==> src/mil_pkg.sv <==
// constants for the microcontroller interrupt logic block
// assumes a 32-bit ahb-lite slave and a 10 MHz instruction-cycle clock
package mil_pkg;
   // ************************************************************
   // register map (printed offsets are indices, byte = 4 * index)
   // ************************************************************
   localparam logic [7:0] IDX_IRQ_CONTROL = 8'h0B;
   localparam logic [7:0] IDX_PERIPH_FLAGS = 8'h0C;
   localparam logic [7:0] IDX_PERIPH_ENABLES = 8'h8C;
   localparam logic [7:0] IDX_CORE_CONTROL = 8'h90;
   localparam logic [7:0] IDX_CORE_STATUS = 8'h91;
   localparam logic [7:0] IDX_OPTION = 8'h81;
   // ************************************************************
   // field positions
   // ************************************************************
   localparam int GIE_BIT = 7;
   localparam int PERIPHERAL_IRQ_ENABLE_BIT = 6;
   localparam int TMRIE_BIT = 5;
   localparam int EXTIE_BIT = 4;
   localparam int PORTIE_BIT = 3;
   localparam int TMRF_BIT = 2;
   localparam int EXTF_BIT = 1;
   localparam int PORTF_BIT = 0;
   localparam int CMP_BIT = 6;
   localparam int EDGE_BIT = 6;
   // core control bits
   localparam int CC_RETURN_BIT = 0;
   localparam int CC_SLEEP_BIT = 1;
   // ************************************************************
   // reset values
   // ************************************************************
   localparam logic [7:0] IRQ_CONTROL_RST = 8'h00;
   localparam logic [7:0] PERIPH_RST = 8'h00;
   localparam logic [7:0] OPTION_RST = 8'hFF;
   localparam logic [12:0] IRQ_VECTOR = 13'h0004;
   // ************************************************************
   // timing
   // ************************************************************
   localparam int TCY_NS = 100;
   localparam int CLK_NS = 100;
   localparam int LATENCY_TCY = 3;
   localparam int LATENCY_CYC = (LATENCY_TCY * TCY_NS) / CLK_NS;
   localparam int STACK_DEPTH = 8;
   // ************************************************************
   // sequencer states
   // ************************************************************
   typedef enum logic [4:0]
   {
      MIL_RUN = 5'b00001,
      MIL_WAIT = 5'b00010,
      MIL_VECTOR = 5'b00100,
      MIL_SLEEP = 5'b01000,
      MIL_WAKE = 5'b10000
   } mil_state_e;
endpackage

==> src/mil_interrupt_logic.sv <==
// interrupt logic: flags, enables, vectoring, return stack, wake-up
// assumes a one-cycle core handshake and ahb-lite register access
`timescale 1ns/1ps
module mil_interrupt_logic
#(
   parameter int PC_W = 13
)
(
   // clock and reset
   input wire logic ref_clk,
   input wire logic rst,
   // ahb-lite slave
   input wire logic hsel,
   input wire logic [31:0] haddr,
   input wire logic [1:0] htrans,
   input wire logic hwrite,
   input wire logic [2:0] hsize,
   input wire logic [31:0] hwdata,
   input wire logic hready,
   output logic [31:0] hrdata,
   output logic hreadyout,
   output logic hresp,
   // event sources
   input wire logic extIrqPin,
   input wire logic [3:0] upperPortPins,
   input wire logic portRead,
   input wire logic timerRollover,
   input wire logic comparatorEvent,
   // core sequencer
   input wire logic [PC_W-1:0] corePc,
   input wire logic instrEnd,
   output logic [PC_W-1:0] pcLoad,
   output logic pcLoadValid,
   output logic nopCycle,
   output logic sleeping
);
   import mil_pkg::*;

   typedef struct packed
   {
      mil_state_e state;
      logic [7:0] ctl;
      logic cmpFlag;
      logic cmpEn;
      logic edgeSel;
      logic extPrev;
      logic [3:0] portPrev;
      logic [1:0] lat;
      logic gieDrop;
      logic [2:0] sp;
      logic [STACK_DEPTH-1:0][PC_W-1:0] stack;
      logic [PC_W-1:0] pcOut;
      logic pcValid;
      logic nop;
      logic cmpWake;
      logic aPend;
      logic aWrite;
      logic [7:0] aIdx;
      logic [31:0] rdata;
   } mil_state_s;

   mil_state_s cur;
   mil_state_s next_cur;
   logic extEdge;
   logic portChange;
   logic pending;
   logic wakeReq;
   logic [7:0] wdat;
   logic wrCtl;
   logic wrCore;
   logic [PC_W-1:0] retPc;

   always_comb
   begin
      next_cur = cur;
      next_cur.pcValid = 1'b0;
      next_cur.nop = 1'b0;
      wdat = hwdata[7:0];
      wrCtl = cur.aPend && cur.aWrite && cur.aIdx == IDX_IRQ_CONTROL;
      wrCore = cur.aPend && cur.aWrite && cur.aIdx == IDX_CORE_CONTROL;
      retPc = cur.stack[3'(cur.sp - 3'd1)];
      // ************************************************************
      // bus data phase; software writes first, hardware sets win
      // ************************************************************
      if (cur.aPend && cur.aWrite)
      begin
         case (cur.aIdx)
            IDX_IRQ_CONTROL: next_cur.ctl = wdat;
            IDX_PERIPH_FLAGS: next_cur.cmpFlag = wdat[CMP_BIT];
            IDX_PERIPH_ENABLES: next_cur.cmpEn = wdat[CMP_BIT];
            IDX_OPTION: next_cur.edgeSel = wdat[EDGE_BIT];
            default: ;
         endcase
      end
      // software clearing the global enable opens the no-op hazard
      if (wrCtl && cur.ctl[GIE_BIT] && !wdat[GIE_BIT])
         next_cur.gieDrop = 1'b1;
      else if (instrEnd)
         next_cur.gieDrop = 1'b0;
      // ************************************************************
      // event detection; flags set regardless of enables
      // ************************************************************
      next_cur.extPrev = extIrqPin;
      // a port read holds the latch, so a change during it keeps the mismatch
      if (!portRead)
         next_cur.portPrev = upperPortPins;
      if (extEdge)
         next_cur.ctl[EXTF_BIT] = 1'b1;
      if (timerRollover)
         next_cur.ctl[TMRF_BIT] = 1'b1;
      if (portChange)
         next_cur.ctl[PORTF_BIT] = 1'b1;
      if (comparatorEvent)
      begin
         next_cur.cmpFlag = 1'b1;
         if (cur.state == MIL_SLEEP)
            next_cur.cmpWake = 1'b1;
      end
      // ************************************************************
      // sequencer
      // ************************************************************
      case (cur.state)
         MIL_RUN:
         begin
            if (cur.gieDrop && instrEnd)
               next_cur.nop = 1'b1;
            else if (pending)
            begin
               next_cur.state = MIL_WAIT;
               // request seen, wait and vector states make up the latency
               next_cur.lat = 2'(LATENCY_CYC - 3);
            end
            if (wrCore && wdat[CC_SLEEP_BIT])
               next_cur.state = MIL_SLEEP;
         end
         MIL_WAIT:
         begin
            if (!pending)
               next_cur.state = MIL_RUN;
            else if (cur.lat == 2'd0)
               next_cur.state = MIL_VECTOR;
            else
               next_cur.lat = cur.lat - 2'd1;
         end
         MIL_VECTOR:
         begin
            next_cur.ctl[GIE_BIT] = 1'b0;
            // only the pc is saved
            next_cur.stack[cur.sp] = corePc;
            next_cur.sp = cur.sp + 3'd1;
            next_cur.pcOut = IRQ_VECTOR[PC_W-1:0];
            next_cur.pcValid = 1'b1;
            next_cur.state = MIL_RUN;
         end
         MIL_SLEEP:
         begin
            if (wakeReq)
               next_cur.state = MIL_WAKE;
         end
         MIL_WAKE:
         begin
            // prefetched instruction runs first, then vector if enabled
            if (instrEnd)
               next_cur.state = cur.ctl[GIE_BIT] ? MIL_VECTOR : MIL_RUN;
         end
         default: next_cur.state = MIL_RUN;
      endcase
      if (cur.state != MIL_SLEEP && !comparatorEvent)
         next_cur.cmpWake = cur.cmpWake;
      // return instruction: pop and set global enable
      if (wrCore && wdat[CC_RETURN_BIT] && cur.state != MIL_VECTOR)
      begin
         next_cur.ctl[GIE_BIT] = 1'b1;
         next_cur.sp = cur.sp - 3'd1;
         next_cur.pcOut = retPc;
         next_cur.pcValid = 1'b1;
      end
      // ************************************************************
      // address phase capture and read data
      // ************************************************************
      next_cur.aPend = hsel && hready && htrans[1];
      next_cur.aWrite = hwrite;
      next_cur.aIdx = haddr[9:2];
      next_cur.rdata = 32'h0000_0000;
      if (hsel && hready && htrans[1] && !hwrite)
      begin
         case (haddr[9:2])
            IDX_IRQ_CONTROL: next_cur.rdata[7:0] = cur.ctl;
            IDX_PERIPH_FLAGS: next_cur.rdata[CMP_BIT] = cur.cmpFlag;
            IDX_PERIPH_ENABLES: next_cur.rdata[CMP_BIT] = cur.cmpEn;
            IDX_OPTION: next_cur.rdata[7:0] =
               {1'b1, cur.edgeSel, 6'h3F};
            IDX_CORE_STATUS: next_cur.rdata[7:0] =
               {cur.cmpWake, 2'b00, cur.state};
            default: ;
         endcase
      end
   end

   // ************************************************************
   // request gating
   // ************************************************************
   always_comb
   begin
      extEdge = cur.edgeSel ? (extIrqPin && !cur.extPrev)
                            : (!extIrqPin && cur.extPrev);
      portChange = upperPortPins != cur.portPrev;
      wakeReq = (cur.ctl[EXTIE_BIT] && cur.ctl[EXTF_BIT])
         || (cur.ctl[TMRIE_BIT] && cur.ctl[TMRF_BIT])
         || (cur.ctl[PORTIE_BIT] && cur.ctl[PORTF_BIT])
         || (cur.ctl[PERIPHERAL_IRQ_ENABLE_BIT] && cur.cmpEn && cur.cmpFlag);
      pending = cur.ctl[GIE_BIT] && wakeReq;
   end

   always_ff @(posedge ref_clk or posedge rst)
   begin
      if (rst)
      begin
         cur <= '0;
         cur.state <= MIL_RUN;
         cur.ctl <= IRQ_CONTROL_RST;
         cur.cmpFlag <= PERIPH_RST[CMP_BIT];
         cur.cmpEn <= PERIPH_RST[CMP_BIT];
         cur.edgeSel <= OPTION_RST[EDGE_BIT];
      end
      else
      begin
         cur <= next_cur;
      end
   end

   assign hrdata = cur.rdata;
   assign hreadyout = 1'b1;
   assign hresp = 1'b0;
   assign pcLoad = cur.pcOut;
   assign pcLoadValid = cur.pcValid;
   assign nopCycle = cur.nop;
   // one-hot sleep bit taken straight from the state flop
   assign sleeping = cur.state[3];
endmodule

==> config.mk <==
export PLATFORM = sky130hd
export DESIGN_NAME = mil_interrupt_logic
export DESIGN_NICKNAME = d
export VERILOG_FILES = /design/src/mil_pkg.sv /design/src/mil_interrupt_logic.sv
export SDC_FILE = /design/constraint.sdc
export NUM_CORES = 1
export LEC_CHECK = 0
export ABC_CLOCK_PERIOD_IN_PS = 7400
export BUFFER_PORTS_ARGS = -buffer_cell sky130_fd_sc_hd__buf_2
export CORE_ASPECT_RATIO = 0.9
export CORE_MARGIN = 3
export CORE_UTILIZATION = 50
export CTS_BUF_LIST = sky130_fd_sc_hd__clkbuf_8
export DETAILED_ROUTE_END_ITERATION = 8
export PLACE_DENSITY = 0.79
export SYNTH_ARGS = -nofsm -noshare
export SYNTH_HDL_FRONTEND = slang
export SYNTH_SLANG_ARGS = --single-unit
==> constraint.sdc <==
create_clock -name ref_clk -period 7.4 [get_ports ref_clk]
set_input_delay 1.85 -clock ref_clk [delete_from_list [all_inputs] [get_ports ref_clk]]
set_output_delay 1.85 -clock ref_clk [all_outputs]
set_load 0.05 [all_outputs]
==> flow_metrics.tcl <==
set metrics [dict create \
    gp_congestion 0.838 \
    combPwrFrac 0.069 \
    drive_above_1_share 0.435 \
    clkTransAtPathRegs_ns 0.09 \
    routed_wl_mm 16.2 \
    min_delay_path_depth 1 \
    rows 43 \
    synthCells 578 \
    async_flop_share 1.00 \
    vdd_ir_drop_max_v 0.000256 \
    hold_viol 0 \
    status "complete, no violations" \
    slew_headroom 0.321 \
    antenna_found_initial 0 \
    clkSinkCount 165 \
    grt_max_degree 88 \
    cp-end-kind "flip-flop" \
    ys_types 56 \
    r2r_slack_ns 3.86 \
    port_buffers 67 \
    cp_data_arrival_time_ns 3.87 \
    hold_buffers 0 \
    power.density_nw_per_um2 202 \
    cts_buffers 17 \
    cp.required_ns 7.73 \
    seq_power_share 0.536 \
    tritoncts "built" \
    grt_pass1_wl_mm 26.1 \
    die_h_um 126 \
    ant_nets 0 \
    n_antenna_cell 0 \
    max_cap_viol_count 0 \
    first_pass_iters 6 \
    drc 0 \
    critPathKind "flip-flop to flip-flop" \
    internal-power_mw 1.34 \
    initial_core_util 0.513 \
    synth_seq_area_share 0.520 \
    post-cts-setup-buffer-count 0 \
    p_sw_frac 0.231 \
    die_area_um2 17500 \
    top_layer "met4" \
    worstPathMaxFanout 32 \
    cp-start-kind "flip-flop" \
    wl_met3_um 970 \
    ys_ff_latch 165 \
    core_area_um2 15500 \
    clkPwrFrac 0.395 \
    rsz0062_at_grt "no" \
    synth.avg_cell_area_um2 13.8 \
    area_growth_pct 8.97 \
    synth_edf_count 0 \
    die-width_um 139 \
    ios 146 \
    h-tree-depth 4 \
    yosys_warnings 0 \
    vias 4743 \
    dpl.hpwl_mm 10.6 \
    grt_pass1_vias 4926 \
    clk_path_buf_depth 2 \
    worst-r2r-cell-count 7 \
    cts_resized 0 \
    synth_ff_type "dfrtp_1" \
    m1WireLength_mm 6.88 \
    clk_latency_ns 0.46 \
    cts_root_buffer "clkbuf_8" \
    fin_nets 722 \
    setup_viol 0 \
    max_freq_ghz 0.283 \
    min_path_type "flip-flop to flip-flop" \
    dr_wl_met2_mm 8.07 \
    syn_area_um2 7950 \
    viasPerCell 5.67 \
    avgRoutedWirePerCell_um 19.4 \
    tns_ns 0 \
    period_needed_ns 3.54 \
    period_share 0.478 \
    leakage_nw 4.12 \
    worst_pin_slew_ns 1.02 \
    grtUsageTotal 0.190 \
    final.setup_skew_ns 0.0128 \
    finalMaxSlewViolations 0 \
    fillCellCount 1251 \
    post-route-util 0.559 \
    power_switching_mw 0.404 \
    grt_remaining_overflow 0 \
    drt_iter0_drc 247 \
]
==> synthesized netlist by cell type (all sizes together) (3+ instances only) <==
library cell | count | area (µm²)
a21oi | 24 | 120
and2 | 3 | 18.8
and3 | 5 | 31.3
buf | 62 | 449
clkbuf | 11 | 41.3
dfrtp | 163 | 4080
ha | 3 | 37.5
inv | 9 | 33.8
mux2 | 126 | 1570
mux2i | 7 | 70.1
mux4 | 26 | 586
nand2 | 40 | 150
nand2b | 3 | 18.8
nand3 | 4 | 20.0
nand3b | 4 | 30.0
nand4 | 5 | 91.3
nor2 | 11 | 41.3
nor2b | 4 | 25.0
nor3 | 5 | 25.0
nor3b | 3 | 33.8
nor4 | 8 | 50.1
o21ai | 10 | 50.1
or3b | 3 | 26.3
xor2 | 6 | 52.6
==> placed cells by master (no fill, tap or decap), types with 2 or more instances in the layout <==
master / count
a21oi_1: 24
and2_1: 3
and3_1: 5
buf_2: 67
buf_4: 8
bufinv_16: 4
clkbuf_8: 19
clkinv_2: 2
clkinvlp_4: 3
conb_1: 26
dfrtp_1: 162
dfstp_2: 2
ha_1: 3
inv_1: 10
mux2_2: 86
mux2_4: 40
mux2i_1: 7
mux4_2: 26
nand2_1: 40
nand2b_1: 3
nand3_1: 4
nand3b_1: 4
nand4_4: 4
nand4b_1: 2
nor2_1: 11
nor2b_1: 4
nor3_1: 4
nor3b_1: 2
nor4_1: 4
nor4_2: 4
o211ai_1: 2
o21ai_0: 10
o22ai_1: 2
or3b_2: 3
or4_1: 2
xnor2_1: 2
xor2_1: 5
==> path summary, 6_finish.rpt <==
path	start	end
hold / removal	cur[42]$_DFFE_PP0P_	cur[42]$_DFFE_PP0P_
max in group asynchronous	rst	cur[162]$_DFFE_PP0P_
hold reg to reg	cur[42]$_DFFE_PP0P_	cur[42]$_DFFE_PP0P_
setup reg to reg	cur[162]$_DFFE_PP0P_	pcLoad[4]$_DFFE_PP0P_
setup / recovery	cur[162]$_DFFE_PP0P_	pcLoad[4]$_DFFE_PP0P_
min in group asynchronous	rst	cur[36]$_DFF_PP0_
==> layer usage <==
layer | vias up | global-route usage
met1 | 2455 | 0.248
met3 | 24 | 0.0459
met4 | 0 | 0.0587
li1 | 2093 | -
met5 | - | 0
met2 | 171 | 0.319
==> worst max-delay path: stages (launching register included) <==
cell and delay, ns:
dfrtp_2 1.05, inv_1 0.42, ha_1 0.51, buf_4 0.43, mux4_2 0.57, mux2_2 0.27, nand2_1 0.07, a21oi_1 0.08
==> power groups by stage <==
stage / sequential, mW / combinational [mW] / clock, mW
floorplan: 0.949 / 0.101 / 0
global placement: 0.953 / 0.116 / 0
detailed placement: 0.955 / 0.121 / 0
CTS: 0.938 / 0.122 / 0.703
global route: 0.941 / 0.131 / 0.744
finish: 0.938 / 0.121 / 0.690
==> per-stage QoR <==
stage / power [mW] / setup slack (ns) / cells / hold WS (ns) / area, µm²
6_report: 1.75 / 3.86 / 836 / 0.481 / 8670
3_3_place_gp: 1.07 / 3.83 / 806 / 0.439 / 8240
2_1_floorplan: 1.05 / 1.09 / 602 / 0.423 / 8040
4_1_cts: 1.76 / 3.82 / 836 / 0.478 / 8670
3_5_place_dp: 1.08 / 3.75 / 806 / 0.462 / 8240
5_1_grt: 1.82 / 3.64 / 836 / 0.517 / 8670
==> kinds of logic after synthesis <==
family,share of synthesized area
flip-flops,0.520
buffers and inverters,0.0659
XOR/XNOR,0.00881
AO/OA/AOI/OAI,0.0373
AND/OR/NAND/NOR,0.0831
adder cells (fa/ha/maj),0.00472
other,0.000944
multiplexers,0.280
==> final cells by class <==
cell class / count / area [µm²] / area share
Clock buffer: 19 / 262 / 0.0302
Clock inverter: 11 / 160 / 0.0185
Inverter: 9 / 38.8 / 0.00448
Multi-Input combinational cell: 355 / 3420 / 0.395
Sequential cell: 165 / 4130 / 0.477
Tap cell: 202 / 253 / 0.0292
Timing Repair Buffer: 75 / 395 / 0.0456
No activity file was read; power rests on OpenSTA's default activity.
